$ cat src/pkg/ich_pkg.sv
// Purpose: shared constants for the instrument command handler
// Assumes: one 125 MHz system clock, commands arrive already parsed
// Notes:   error codes are held as numbers, not text
`default_nettype none
package ich_pkg;
  // -------------------------------------------------------------------
  // command opcodes
  // -------------------------------------------------------------------
  typedef enum logic [3:0] {
    ICH_OP_NONE     = 4'h0,
    ICH_OP_BEEPER   = 4'h1,  // sounder control, argument 0/1/2
    ICH_OP_BEEPER_Q = 4'h2,  // sounder enable query
    ICH_OP_CKSUM_Q  = 4'h3,  // configuration checksum query
    ICH_OP_DELAY    = 4'h4,  // millisecond pause
    ICH_OP_ERR_Q    = 4'h5,  // error list query
    ICH_OP_OPC_Q    = 4'h6,  // operation complete query
    ICH_OP_SET      = 4'h7,  // range checked parameter write
    ICH_OP_UNSUP    = 4'h8,  // command not supported by target module
    ICH_OP_UNSUP_Q  = 4'h9   // query not supported by target module
  } ich_op_e;

  // -------------------------------------------------------------------
  // widths
  // -------------------------------------------------------------------
  localparam int ICH_ARG_W  = 32;  // numeric argument width
  localparam int ICH_ERR_W  = 10;  // error code width
  localparam int ICH_ERR_N  = 16;  // depth of stored error list
  localparam int ICH_CNT_W  = 5;   // error count width
  localparam int ICH_CH_N   = 8;   // configuration parameters summed

  // -------------------------------------------------------------------
  // error codes
  // -------------------------------------------------------------------
  localparam logic [ICH_ERR_W-1:0] ICH_E_NONE    = 10'h000; // code 0
  localparam logic [ICH_ERR_W-1:0] ICH_E_HIGH    = 10'h0de; // 222
  localparam logic [ICH_ERR_W-1:0] ICH_E_LOW     = 10'h0df; // 223
  localparam logic [ICH_ERR_W-1:0] ICH_E_UNS_TEC = 10'h1b1; // 433
  localparam logic [ICH_ERR_W-1:0] ICH_E_UNS_LAS = 10'h215; // 533

  // -------------------------------------------------------------------
  // beeper arguments and query answers
  // -------------------------------------------------------------------
  localparam logic [ICH_ARG_W-1:0] ICH_BEEP_OFF  = 32'h0000_0000;
  localparam logic [ICH_ARG_W-1:0] ICH_BEEP_ON   = 32'h0000_0001;
  localparam logic [ICH_ARG_W-1:0] ICH_BEEP_ONCE = 32'h0000_0002;
  localparam logic               ICH_BEEP_RST  = 1'b1; // enabled

  // -------------------------------------------------------------------
  // answer kinds
  // -------------------------------------------------------------------
  typedef enum logic [1:0] {
    ICH_RSP_NUM  = 2'b00,  // one integer, as text
    ICH_RSP_NINF = 2'b01,  // the text -inf
    ICH_RSP_LIST = 2'b10   // comma separated error list, as text
  } ich_rsp_e;

  // -------------------------------------------------------------------
  // timing
  // -------------------------------------------------------------------
  localparam int ICH_CLK_MHZ  = 125;
  localparam int ICH_MS_NS    = 1000000;                 // one ms in ns
  localparam int ICH_CLK_NS   = 1000 / ICH_CLK_MHZ;      // 8 ns
  localparam int ICH_MS_CYC   = ICH_MS_NS / ICH_CLK_NS;  // 125000
  localparam int ICH_BEEP_MS  = 100;                     // one beep
  localparam int ICH_TICK_W   = 17;                      // holds MS_CYC
endpackage
`default_nettype wire

$ cat src/hw/ich_core.sv
// Purpose: executes the general device commands of the controller
// Assumes: commands arrive parsed as opcode plus numeric argument
// Notes:   answers leave as kind plus value; a formatter makes text
`timescale 1ns/1ps
`default_nettype none
// Contract
// - unsupported command logs 533 or 433
// - unsupported query answers -inf and logs
// - out of range keeps value, logs 222/223
// - nonzero argument counts as true
// - beeper argument 0 off, 1 on, 2 beep
// - disabled beeper silences all local sounds
// - beeper query answers 0 off, 1 on
// - beeper enabled by default, off only by 0
// - checksum query sums configuration parameters
// - checksum ignores modules and functionality
// - delay suspends later commands for milliseconds
// - delay holds operation complete false
// - error query lists codes since last query
// - empty error list answers code 0
// - error list answered as character data
// - only remote errors enter the list
module ich_core (
  input  wire logic                          clk_sys,
  input  wire logic                          rst,
  input  wire logic                          ce,        // clock enable
  input  wire logic                          cmd_vld,   // command offered
  output logic                               cmd_rdy,   // ready for a command
  input  wire logic [3:0]                    cmd_op,    // opcode
  input  wire logic [ich_pkg::ICH_ARG_W-1:0] cmd_arg,   // argument
  input  wire logic                          cmd_tec,   // target is tec
  input  wire logic [2:0]                    cmd_sel,   // parameter slot
  input  wire logic [ich_pkg::ICH_ARG_W-1:0] cmd_min,   // legal minimum
  input  wire logic [ich_pkg::ICH_ARG_W-1:0] cmd_max,   // legal maximum
  input  wire logic                          remote,    // under remote
  input  wire logic                          loc_err,   // local error
  input  wire logic [ich_pkg::ICH_ERR_W-1:0] loc_code,  // its code
  input  wire logic                          loc_beep,  // panel beep req
  output logic                               rsp_vld,   // answer strobe
  output logic      [1:0]                    rsp_kind,  // answer kind
  output logic      [ich_pkg::ICH_ARG_W-1:0] rsp_val,   // number/code
  output logic                               rsp_last,  // last list item
  output logic                               opc,       // op complete
  output logic                               beep_en,   // sounder enabled
  output logic                               sounder,   // sounder drive
  output logic      [ich_pkg::ICH_ARG_W-1:0] cfg_out    // slot 0 value
);
  // -------------------------------------------------------------------
  // state
  // -------------------------------------------------------------------
  typedef enum logic [1:0] {
    ICH_ST_IDLE  = 2'b00,  // ready for a command
    ICH_ST_DELAY = 2'b01,  // millisecond pause
    ICH_ST_LIST  = 2'b10   // sending error list
  } ich_st_e;
  localparam logic [ich_pkg::ICH_TICK_W-1:0] TICK_LAST =
    ich_pkg::ICH_TICK_W'(ich_pkg::ICH_MS_CYC - 1);
  localparam logic [ich_pkg::ICH_ARG_W-1:0] BEEP_CYC =
    ich_pkg::ICH_ARG_W'(ich_pkg::ICH_BEEP_MS * ich_pkg::ICH_MS_CYC);
  ich_st_e                       st_ff, nxt_st;        // main state
  logic [ich_pkg::ICH_TICK_W-1:0] tick_ff, nxt_tick;   // ms prescaler
  logic [ich_pkg::ICH_ARG_W-1:0] ms_ff, nxt_ms;        // ms left
  logic                          beep_ff, nxt_beep;    // enable state
  logic [ich_pkg::ICH_ARG_W-1:0] snd_ff, nxt_snd;      // beep cycles
  logic [ich_pkg::ICH_ARG_W-1:0] cfg_ff [ich_pkg::ICH_CH_N]; // params
  logic [ich_pkg::ICH_ARG_W-1:0] nxt_cfg;              // slot write
  logic                          cfg_we;               // slot write en
  logic                          rv_ff, nxt_rv;        // answer strobe
  logic [1:0]                    rk_ff, nxt_rk;        // answer kind
  logic [ich_pkg::ICH_ARG_W-1:0] rval_ff, nxt_rval;    // answer value
  logic                          rl_ff, nxt_rl;        // last item
  logic [ich_pkg::ICH_CNT_W-1:0] li_ff, nxt_li;        // list index
  logic [ich_pkg::ICH_CNT_W-1:0] ln_ff, nxt_ln;        // list length
  logic                          log_vld;              // log strobe
  logic [ich_pkg::ICH_ERR_W-1:0] log_code;             // code to log
  logic                          rd_clr;               // empty list
  logic [ich_pkg::ICH_ERR_W-1:0] rd_code;              // list entry
  logic [ich_pkg::ICH_CNT_W-1:0] err_cnt;              // list count
  logic                          take;                 // command taken
  logic [ich_pkg::ICH_ARG_W-1:0] cksum;                // config sum
  // -------------------------------------------------------------------
  // helpers and error list
  // -------------------------------------------------------------------
  // unsupported error code by target kind
  function automatic logic [ich_pkg::ICH_ERR_W-1:0] ich_uns_code(
    input logic tec);
    ich_uns_code = tec ? ich_pkg::ICH_E_UNS_TEC : ich_pkg::ICH_E_UNS_LAS;
  endfunction
  // nonzero numeric argument reads as true
  function automatic logic ich_bool(
    input logic [ich_pkg::ICH_ARG_W-1:0] a);
    ich_bool = |a;
  endfunction
  // error code store, emptied when the list is read
  ich_err_list u_err (
    .clk_sys  (clk_sys),
    .rst      (rst),
    .ce       (ce),
    .log_vld  (log_vld),
    .log_code (log_code),
    .rd_clr   (rd_clr),
    .rd_idx   (li_ff),
    .rd_code  (rd_code),
    .count    (err_cnt)
  );
  // checksum over configuration slots only, no module presence
  always_comb begin
    cksum = '0;
    for (int i = 0; i < ich_pkg::ICH_CH_N; i++) begin
      cksum = cksum + cfg_ff[i];
    end
  end
  // taken only when idle and no answer strobe is out
  assign take    = ce && cmd_vld && cmd_rdy;
  assign cmd_rdy = (st_ff == ICH_ST_IDLE) && !rv_ff;
  // -------------------------------------------------------------------
  // command execution, next state
  // -------------------------------------------------------------------
  always_comb begin
    nxt_st   = st_ff;
    nxt_tick = tick_ff;
    nxt_ms   = ms_ff;
    nxt_beep = beep_ff;
    nxt_snd  = (snd_ff != '0) ? snd_ff - 32'h0000_0001 : snd_ff;
    nxt_rv   = 1'b0;
    nxt_rk   = rk_ff;
    nxt_rval = rval_ff;
    nxt_rl   = rl_ff;
    nxt_li   = li_ff;
    nxt_ln   = ln_ff;
    nxt_cfg  = cmd_arg;
    cfg_we   = 1'b0;
    log_vld  = 1'b0;
    log_code = ich_pkg::ICH_E_NONE;
    rd_clr   = 1'b0;
    // local errors enter the list only under remote control
    if (loc_err && remote) begin
      log_vld  = 1'b1;
      log_code = loc_code;
    end
    // panel beeps only when enabled
    if (loc_beep && beep_ff) begin
      nxt_snd = BEEP_CYC;
    end
    case (st_ff)
      ICH_ST_IDLE: begin
        if (take) begin
          case (cmd_op)
            ich_pkg::ICH_OP_BEEPER: begin
              // 0 off, 1 on, 2 beep once; else high range error
              if (cmd_arg == ich_pkg::ICH_BEEP_OFF) begin
                nxt_beep = 1'b0;
              end else if (cmd_arg == ich_pkg::ICH_BEEP_ON) begin
                nxt_beep = 1'b1;
              end else if (cmd_arg == ich_pkg::ICH_BEEP_ONCE) begin
                nxt_snd = BEEP_CYC;
              end else begin
                log_vld  = 1'b1;
                log_code = ich_pkg::ICH_E_HIGH;
              end
            end
            ich_pkg::ICH_OP_BEEPER_Q: begin
              nxt_rv   = 1'b1;
              nxt_rk   = ich_pkg::ICH_RSP_NUM;
              nxt_rval = {31'h0000_0000, beep_ff};
              nxt_rl   = 1'b1;
            end
            ich_pkg::ICH_OP_CKSUM_Q: begin
              nxt_rv   = 1'b1;
              nxt_rk   = ich_pkg::ICH_RSP_NUM;
              nxt_rval = cksum;
              nxt_rl   = 1'b1;
            end
            ich_pkg::ICH_OP_DELAY: begin
              if (cmd_arg != '0) begin
                nxt_st   = ICH_ST_DELAY;
                nxt_ms   = cmd_arg;
                nxt_tick = '0;
              end
            end
            ich_pkg::ICH_OP_ERR_Q: begin
              // snapshot length and empty the store; empty list gives 0
              rd_clr   = 1'b1;
              nxt_rv   = 1'b1;
              nxt_rk   = ich_pkg::ICH_RSP_LIST;
              nxt_rval = (err_cnt == '0) ? '0 : 32'(rd_code);
              nxt_rl   = (err_cnt <= 5'h01);
              // index back to slot 0 when the answer is one item
              nxt_li   = (err_cnt > 5'h01) ? 5'h01 : 5'h00;
              nxt_ln   = err_cnt;
              nxt_st   = (err_cnt > 5'h01) ? ICH_ST_LIST : ICH_ST_IDLE;
            end
            ich_pkg::ICH_OP_OPC_Q: begin
              // only reached after any delay has ended
              nxt_rv   = 1'b1;
              nxt_rk   = ich_pkg::ICH_RSP_NUM;
              nxt_rval = 32'h0000_0001;
              nxt_rl   = 1'b1;
            end
            ich_pkg::ICH_OP_SET: begin
              // out of range leaves the slot; boolean slots take any value
              if (cmd_arg > cmd_max &&
                  !(cmd_min == '0 && cmd_max == 32'h0000_0001)) begin
                log_vld  = 1'b1;
                log_code = ich_pkg::ICH_E_HIGH;
              end else if (cmd_arg < cmd_min) begin
                log_vld  = 1'b1;
                log_code = ich_pkg::ICH_E_LOW;
              end else begin
                cfg_we   = 1'b1;
                nxt_cfg  = (cmd_min == '0 && cmd_max == 32'h0000_0001)
                           ? {31'h0000_0000, ich_bool(cmd_arg)} : cmd_arg;
              end
            end
            ich_pkg::ICH_OP_UNSUP: begin
              log_vld  = 1'b1;
              log_code = ich_uns_code(cmd_tec);
            end
            ich_pkg::ICH_OP_UNSUP_Q: begin
              log_vld  = 1'b1;
              log_code = ich_uns_code(cmd_tec);
              nxt_rv   = 1'b1;
              nxt_rk   = ich_pkg::ICH_RSP_NINF;
              nxt_rval = '0;
              nxt_rl   = 1'b1;
            end
            default: nxt_st = ICH_ST_IDLE;
          endcase
        end
      end
      ICH_ST_DELAY: begin
        // count whole milliseconds, then resume
        if (tick_ff == TICK_LAST) begin
          nxt_tick = '0;
          nxt_ms   = ms_ff - 32'h0000_0001;
          if (ms_ff == 32'h0000_0001) begin
            nxt_st = ICH_ST_IDLE;
          end
        end else begin
          nxt_tick = tick_ff + 17'h0_0001;
        end
      end
      ICH_ST_LIST: begin
        // one entry per cycle from the snapshot taken at the query
        nxt_rv   = 1'b1;
        nxt_rk   = ich_pkg::ICH_RSP_LIST;
        nxt_rval = {22'h00_0000, rd_code};
        nxt_li   = li_ff + 5'h01;
        nxt_rl   = (nxt_li == ln_ff);
        if (nxt_li == ln_ff) begin
          nxt_st = ICH_ST_IDLE;
          nxt_li = '0;
        end
      end
      default: nxt_st = ICH_ST_IDLE;
    endcase
  end
  // -------------------------------------------------------------------
  // registers
  // -------------------------------------------------------------------
  always_ff @(posedge clk_sys or posedge rst) begin
    if (rst) begin
      st_ff   <= ICH_ST_IDLE;
      tick_ff <= '0;
      ms_ff   <= '0;
      beep_ff <= ich_pkg::ICH_BEEP_RST;
      snd_ff  <= '0;
      rv_ff   <= 1'b0;
      rk_ff   <= ich_pkg::ICH_RSP_NUM;
      rval_ff <= '0;
      rl_ff   <= 1'b0;
      li_ff   <= '0;
      ln_ff   <= '0;
      for (int i = 0; i < ich_pkg::ICH_CH_N; i++) begin
        cfg_ff[i] <= '0;
      end
    end else if (ce) begin
      st_ff   <= nxt_st;
      tick_ff <= nxt_tick;
      ms_ff   <= nxt_ms;
      beep_ff <= nxt_beep;
      snd_ff  <= nxt_beep ? nxt_snd : '0;
      rv_ff   <= nxt_rv;
      rk_ff   <= nxt_rk;
      rval_ff <= nxt_rval;
      rl_ff   <= nxt_rl;
      li_ff   <= nxt_li;
      ln_ff   <= nxt_ln;
      if (cfg_we) begin
        cfg_ff[cmd_sel] <= nxt_cfg;
      end
    end
  end
  // outputs straight from the registers
  assign rsp_vld  = rv_ff;
  assign rsp_kind = rk_ff;
  assign rsp_val  = rval_ff;
  assign rsp_last = rl_ff;
  assign opc      = (st_ff != ICH_ST_DELAY);
  assign beep_en  = beep_ff;
  assign sounder  = (snd_ff != '0);
  assign cfg_out  = cfg_ff[0];
endmodule
`default_nettype wire

$ cat src/hw/ich_err_list.sv
// Purpose: stores logged error codes until the list is read
// Assumes: one log per cycle at most
// Notes:   read empties the list; a log in the read cycle is kept
`timescale 1ns/1ps
`default_nettype none
module ich_err_list (
  input  wire logic                            clk_sys,
  input  wire logic                            rst,
  input  wire logic                            ce,
  input  wire logic                            log_vld,  // log strobe
  input  wire logic [ich_pkg::ICH_ERR_W-1:0]   log_code, // code to log
  input  wire logic                            rd_clr,   // list read
  input  wire logic [ich_pkg::ICH_CNT_W-1:0]   rd_idx,   // entry index
  output logic      [ich_pkg::ICH_ERR_W-1:0]   rd_code,  // entry code
  output logic      [ich_pkg::ICH_CNT_W-1:0]   count     // stored count
);
  // -------------------------------------------------------------------
  // storage
  // -------------------------------------------------------------------
  logic [ich_pkg::ICH_ERR_W-1:0] mem_ff [ich_pkg::ICH_ERR_N]; // codes
  logic [ich_pkg::ICH_CNT_W-1:0] cnt_ff;      // entries held
  logic [ich_pkg::ICH_CNT_W-1:0] nxt_cnt;     // next count
  logic [ich_pkg::ICH_CNT_W-1:0] wr_idx;      // write slot
  logic                          wr_en;       // write this cycle

  // next count; read empties, a same cycle log survives in slot 0
  always_comb begin
    wr_en   = 1'b0;
    wr_idx  = cnt_ff;
    nxt_cnt = cnt_ff;
    if (rd_clr) begin
      nxt_cnt = '0;
      wr_idx  = '0;
    end
    if (log_vld && (rd_clr || (32'(cnt_ff) < ich_pkg::ICH_ERR_N))) begin
      wr_en   = 1'b1;
      nxt_cnt = ICH_CNT_INC(rd_clr ? '0 : cnt_ff);
    end
  end

  // count register
  always_ff @(posedge clk_sys or posedge rst) begin
    if (rst) begin
      cnt_ff <= '0;
    end else if (ce) begin
      cnt_ff <= nxt_cnt;
    end
  end

  // code memory, no reset needed
  always_ff @(posedge clk_sys) begin
    if (ce && wr_en) begin
      mem_ff[wr_idx[3:0]] <= log_code;
    end
  end

  // increment helper
  function automatic logic [ich_pkg::ICH_CNT_W-1:0] ICH_CNT_INC(
    input logic [ich_pkg::ICH_CNT_W-1:0] v);
    ICH_CNT_INC = v + 5'h01;
  endfunction

  assign rd_code = mem_ff[rd_idx[3:0]];
  assign count   = cnt_ff;
endmodule
`default_nettype wire

$ cat config.mk
export PLATFORM = sky130hd
export DESIGN_NAME = ich_core
export DESIGN_NICKNAME = d
export VERILOG_FILES = /design/src/pkg/ich_pkg.sv /design/src/hw/ich_core.sv /design/src/hw/ich_err_list.sv
export SDC_FILE = /design/constraint.sdc
export NUM_CORES = 2
export LEC_CHECK = 0
export ABC_AREA = 1
export BUFFER_PORTS_ARGS = -buffer_cell sky130_fd_sc_hd__buf_4
export CORE_ASPECT_RATIO = 0.6
export CORE_MARGIN = 1
export CORE_UTILIZATION = 50
export CTS_CLUSTER_SIZE = 25
export DETAILED_ROUTE_END_ITERATION = 16
export GPL_ROUTABILITY_DRIVEN = 0
export PLACE_DENSITY = 0.75
export SLEW_MARGIN = 5
export SYNTH_ARGS = -nofsm -noshare
export SYNTH_HDL_FRONTEND = slang
export SYNTH_SLANG_ARGS = --single-unit
$ cat constraint.sdc
create_clock -name clk_sys -period 37.6 [get_ports clk_sys]
set_input_delay 7.52 -clock clk_sys [delete_from_list [all_inputs] [get_ports clk_sys]]
set_output_delay 7.52 -clock clk_sys [all_outputs]
set_load 0.02 [all_outputs]
**Yosys cells after proc, flatten, opt, wreduce, memory -nomap -nowiden**

Memories as Yosys holds them, arrays and structs flattened.
Cells that the tools add are included.

- Logic and storage cells: 198
- Flip-flop bits (word level): 391
- Output and inout bits: 72
- Memories kept: 1
- Input port bits: 121
- RAM bits: 160

- Order comparisons: 7
- Bitwise logic cells: 1
- Multiplexer cells: 91
- $add $sub $neg: 12
- Equal/unequal tests: 30
- Reductions and logical operators: 36

Memory list:

| name | depth | bits a word | rd ports | clocked after Yosys merged registers in | wr ports | RTL line | RTL |
|---|---|---|---|---|---|---|---|
| u_err.mem_ff | 16 | 10 | 1 | 0 | 1 | ich_err_list.sv:20 | `logic [ich_pkg::ICH_ERR_W-1:0] mem_ff [ich_pkg::ICH_ERR_N];` |

Operators by type and width:

| operator | count |
|---|---|
| 32-bit 2-to-1 mux | 21 |
| 256-bit bitwise mux | 1 |
| 32-bit adder | 7 |
| 32-bit one-hot mux with 5 select lines | 1 |
| 32-bit one-hot mux with 2 select lines | 2 |
| 10-bit 2-to-1 mux | 10 |
| 32-bit demux with 3-bit select | 1 |
| 32-bit by 1-bit == test with 1-bit output, second input constant | 3 |
| 17-bit 2-to-1 mux | 4 |
| 32-bit zero test | 2 |
| 32-bit nonzero test | 2 |
| 32-bit by 1-bit subtractor with 32-bit output, second input constant | 2 |
| 17-bit one-hot mux with 2 select lines | 1 |
| 32-bit by 2-bit == test with 1-bit output, second input constant | 1 |
| 32-bit > comparator | 1 |
| 32-bit < comparator | 1 |
| 32-bit OR reduction | 1 |
| 10-bit one-hot mux with 3 select lines | 1 |
| 1-bit 2-to-1 mux | 28 |
| 5-bit 2-to-1 mux | 5 |
| 4-bit AND reduction | 5 |
| 2-bit one-hot mux with 3 select lines | 3 |
| 17-bit by 1-bit adder with 17-bit output, second input constant | 1 |
| 17-bit == test, second input constant | 1 |
| 40 further kinds | 72 |

**Logic depth before layout (Yosys ltp)**

- Depth after elaboration: 13
- Depth in mapped cells: 25
- Depth with buffers taken out: 25

**Hierarchy**

Synthesis repeated with hierarchy kept, for this count alone.

- Cell total of the unflattened synthesis: 4,415
- Area total of the unflattened synthesis: 34,918.5 sq um

By module, submodules not included:

| module | sequential area each (sq um) | area an instance (sq um) | instances | cells each |
|---|---|---|---|---|
| ich_core | 9,660.5 | 27,696.6 | 1 | 3,705 |
| ich_err_list | 4,929.7 | 7,221.9 | 1 | 710 |

**Worst setup path before layout**

OpenSTA, ideal clock, no wires.

- Kind: input-to-reg
- Start point: input cmd_min[21] (netlist bit)
- End point: memory u_err.mem_ff[0][0] (netlist bit), enable pin
- Data required time: 37,224 ps
- Setup time: 376 ps
- Stages: 15
- Setup slack: 27,726 ps
- Arrival: 9,498 ps
- Path buffers: 0
- Cells stage by stage: inv_1 ha_1 a21oi_1 nor2_1 nor2_1 nand3_1 a21oi_1 nand2_4 nand3_1 nand2_1 nand2_1 nand3_2 inv_2 nand2_2 nor2_1

- Word-level cells in the longest chain between the ends: 13
- Elaborated cells between the ends (all ways): 15
- Classes of those cells: order compare (1); mux (8); reduce/logical (6)

RTL lines:

| what | RTL line | RTL |
|---|---|---|
| start: declaration | ich_core.sv:33 | `input wire logic [ich_pkg::ICH_ARG_W-1:0] cmd_min,` |
| parallel branches: the longest is 4 deep, another holds 32-bit < comparator | - |  |
| 1-bit 2-to-1 mux (*) | ich_core.sv:202 | `if (cmd_arg > cmd_max &&` |
| 1-bit one-hot mux with 3 select lines (*) | ich_core.sv:148 | `case (cmd_op)` |
| 1-bit 2-to-1 mux (*) | ich_core.sv:147 | `if (take) begin` |
| 1-bit 2-to-1 mux (*) | ich_core.sv:145 | `case (st_ff)` |
| 1-bit logical AND (*) | ich_err_list.sv:35 | `if (log_vld && (rd_clr \|\| (32'(cnt_ff) < ich_pkg::ICH_ERR_N))) begin` |
| 1-bit 2-to-1 mux (*) | ich_err_list.sv:35 |  |
| 1-bit logical AND (*) | ich_err_list.sv:52 | `if (ce && wr_en) begin` |
| 1-bit 2-to-1 mux (*) | ich_err_list.sv:52 |  |
| 1-bit 2-to-1 mux (implied by the code) (*) | ich_err_list.sv:53 | `mem_ff[wr_idx[3:0]] <= log_code;` |
| end: declaration | ich_err_list.sv:20 |  |

Mark *: on every way between the ends.

**Worst setup path after layout**

- Start point: input cmd_arg[23] (netlist bit)
- End point: memory u_err.mem_ff[3][6] (netlist bit), enable pin

- Word-level cells in the longest chain between the ends: 12
- Elaborated cells between the ends (all ways): 19
- Classes of those cells: order compare (2); eq/ne (2); mux (11); reduce/logical (4)

RTL lines:

| what | RTL line | RTL |
|---|---|---|
| start: declaration | ich_core.sv:30 | `input wire logic [ich_pkg::ICH_ARG_W-1:0] cmd_arg,` |
| parallel branches: the longest is 4 deep, another holds 32-bit < comparator | - |  |
| 1-bit one-hot mux with 3 select lines (*) | ich_core.sv:148 |  |
| 1-bit 2-to-1 mux (*) | ich_core.sv:147 |  |
| 1-bit 2-to-1 mux (*) | ich_core.sv:145 |  |
| 1-bit logical AND (*) | ich_err_list.sv:35 |  |
| 1-bit 2-to-1 mux (*) | ich_err_list.sv:35 |  |
| 1-bit logical AND (*) | ich_err_list.sv:52 |  |
| 1-bit 2-to-1 mux (*) | ich_err_list.sv:52 |  |
| 1-bit 2-to-1 mux (implied by the code) (*) | ich_err_list.sv:53 |  |

Marked as above.

==> flow_summary.toml <==
[outcome]
status = "completed"

[cts]
cts_buffers = 53
clkLatencyLatePin_ns = 0.63
root_buffer = "clkbuf_16"
path_clk_slew_ns = 0.07
max-clock-path-buffers = 3
htreeDepth = 2
hold_buffers = 0
cts_resized = 0
cts_tree = "done"
cts_setup_buffers = 0
cts_sinks = 551

[drt]
drt-pass1-iter-count = 7
antenna_left = 0
viasPerCell = 5.54
via_count = 26200
routedWlPerCell_microns = 19.0
drt-total-wl_microns = 90000
remaining_drc_errors = 0
drt-initial-drc-count = 2856

[worst_hold_path]
hp-class = "flop to flop"

[worst_setup_path]
startpoint = "cmd_arg[23]"
crit_slowest_cell = "nor2_1"
ff2ff_setup_slack_ns = 32.43
path_common_cell = "nand2_1"
path_class = "input port to flop"
crit_family = "simple AND/OR/NAND/NOR gates"
critPathCapture = "u_err.mem_ff[3][6]$_DFFE_PP_"
path_buf_inv = 2
cp_num_cells = 16
worst-path-max-fanout = 10
path_cells = "buf_4, ha_1, nand2_1, nor2_1, nand4_1, nor2_1, nand2_1, nand2_1, nand2_4, nand3_1, nand2_1, nand2_1, nand3_2, inv_2, nand2_1, nor2_1"
worstPathArrival_ns = 10.63
ff2ff_path_depth = 22
cp-start-kind = "input port"
required_ns = 37.84
end_kind = "flop"
slowest_delay_ns = 0.76
worst_r2r_startpoint = "cfg_out[2]$_DFFE_PP0P_"
reg2reg_to = "rsp_val[26]$_DFFE_PP0P_"

[yosys]
yosysUniqueCellTypes = 58
syn_area_sq_um = 32900
syn_nets = 4114
synth_area_per_cell_sq_um = 8.89
synth.top_cell.area_share_pct = 29.6
synth_area_leader_cell = "dfrtp_1"
ys.flop_type = "dfrtp_1"
yosysSeqAreaShare_pct = 44.3
synth_seq_cells = 551
yosysWarnings = 0
netlist_top_cells_area = "dfrtp_1 30%, edfxtp_1 15%, fa_1 11%"
syn_inst = 3705
synth_edf_count = 160
async_flop_share_pct = 71.0

[power_and_ir_drop]
combPwrFrac_pct = 32.9
p_int_w = 0.00122
clock_power_share_pct = 29.5
ir_drop_mv = 0.0478
power_frac_seq_pct = 37.6
p_leak_nw = 17.2
switchingPower_w = 0.000752
switching_share_pct = 38.1
power_density_nw_per_um2 = 54.0

[die]
die_w_microns = 333
start_util_pct = 50.9
die_h_microns = 201
design.die.area_sq_um = 66900
io-pin-count = 193
rows = 72
coreArea_sq_um = 64800

[layout]
layout_common_cells = "763 x nand2_1, 658 x inv_1, 390 x dfrtp_1"
final_cells = 4728
drive_gt1_share_pct = 10.1
mostFrequentLayoutCell = "nand2_1"
area_growth_pct = 11.2
final_nets = 4239

[timing]
maxSlewHeadroom_pct = 15.0
tightest_slew_ns = 1.27
slew_violations = 0
finClkSkew_ns = 0.0209
finalSetupViolations = 0
grt_setup_unrepaired = "false"
finalCritPeriodShare_pct = 27.6
max_clock_freq_mhz = 96.3
setup_tns_ns = 0
hold_violations = 0
finalCriticalPeriod_ns = 10.38

[placement]
port_buffers = 192
placed_cells = 4626
hpwl_microns = 64900

[global_route]
antenna_found_initial = 3
grt_overflow_total = 0
grt_pass1_vias = 24900
grt_pass1_wl_microns = 142000
grt_use_total_pct = 27.3
grt_start_max_net_pins = 113

[job]
drv_cap = 0
## cell type report
cell class,count,area (sq um)
Multi-Input combinational cell,2332,14900
Clock buffer,69,1510
Inverter,679,2560
Tap cell,851,1060
Clock inverter,31,385
Timing Repair Buffer,213,1600
Fill cell,5542,28100
Sequential cell,551,14600
Antenna cell,2,5.00
## metrics by stage
| stage | setup slack, ns | util (%) | hold WS [ns] | power (W) | cell area (sq um) |
|---|---|---|---|---|---|
| 2_1_floorplan | 19.21 | - | 0.453 | 0.00119 | 32900 |
| 3_3_place_gp | 26.45 | 53.6 | 0.470 | 0.00137 | 34700 |
| 3_5_place_dp | 26.45 | 53.6 | 0.476 | 0.00138 | 34700 |
| 4_1_cts | 27.11 | 56.6 | 0.493 | 0.00196 | 36600 |
| 5_1_grt | 26.67 | 56.6 | 0.505 | 0.00209 | 36600 |
| 6_report | 27.22 | 56.6 | 0.488 | 0.00198 | 36600 |
## how the worst min path moves through the flow
stage / slack (ns) / end / startpoint / cells after the start
2_1_floorplan: 0.45 / ms_ff[31]$_DFFE_PP0P_ / ms_ff[31]$_DFFE_PP0P_ / 2
3_3_place_gp: 0.47 / ms_ff[31]$_DFFE_PP0P_ / ms_ff[31]$_DFFE_PP0P_ / 2
3_5_place_dp: 0.48 / ms_ff[31]$_DFFE_PP0P_ / ms_ff[31]$_DFFE_PP0P_ / 2
4_1_cts: 0.49 / ms_ff[31]$_DFFE_PP0P_ / ms_ff[31]$_DFFE_PP0P_ / 2
5_1_grt: 0.51 / cfg_ff[106]$_DFFE_PP0P_ / cfg_ff[106]$_DFFE_PP0P_ / 2
6_report: 0.49 / ms_ff[31]$_DFFE_PP0P_ / ms_ff[31]$_DFFE_PP0P_ / 2
## power groups by stage
stage	registers, W	logic [W]	clock network, W
after floorplan	0.000740	0.000450	0
after global placement	0.000751	0.000618	0
after detailed placement	0.000751	0.000632	0
after CTS	0.000741	0.000635	0.000588
after global routing	0.000750	0.000722	0.000614
final	0.000743	0.000651	0.000583
## tightest hold or removal path, delay by kind of cell (launching register included)
family	cells	cell delay [ns]
AND/OR/NAND/NOR	1	0.05
flip-flops	1	0.34
AO/OA/AOI/OAI	1	0.06
## sequential cells by signal, indices dropped and copies added, names as in the netlist
name	flops
cfg_ff	224
u_err.mem_ff	160
cfg_out	32
ms_ff	32
rsp_val	32
snd_ff	32
tick_ff	17
li_ff	5
ln_ff	5
u_err.count	5
rsp_kind	2
st_ff	2
beep_en	1
rsp_last	1
rsp_vld	1
## per-layer routing
| layer | track usage (%) | up-vias | wire length [microns] |
|---|---|---|---|
| li1 | - | 12200 | - |
| met1 | 42.5 | 12600 | 41100 |
| met2 | 37.9 | 1237 | 36800 |
| met3 | 6.30 | 126 | 9780 |
| met4 | 7.46 | 2 | 2390 |
| met5 | 0 | - | 13 |
## cells by family after synthesis
group | share of synthesized area (%)
multiplexers | 0.0342
flip-flops | 44.3
AND/OR/NAND/NOR | 16.1
AO/OA/AOI/OAI | 12.7
XOR/XNOR | 1.30
buffers and inverters | 10.5
adder cells (fa/ha/maj) | 15.1
## cell usage after synthesis, drive strengths merged, types with 5 or more instances
| cell | count |
|---|---|
| nand2 | 781 |
| inv | 676 |
| o21ai | 460 |
| dfrtp | 390 |
| nor2 | 248 |
| fa | 183 |
| edfxtp | 160 |
| a21oi | 155 |
| buf | 107 |
| ha | 105 |
| nand3 | 96 |
| o221ai | 54 |
| nand4 | 49 |
| clkbuf | 36 |
| xor2 | 36 |
| nor3 | 31 |
| nor4 | 24 |
| a31oi | 18 |
| o22ai | 16 |
| xnor2 | 13 |
| or2 | 10 |
| o21a | 8 |
| a21o | 6 |
| o31ai | 6 |
| o211ai | 5 |
(Power assumes the default switching activity.)
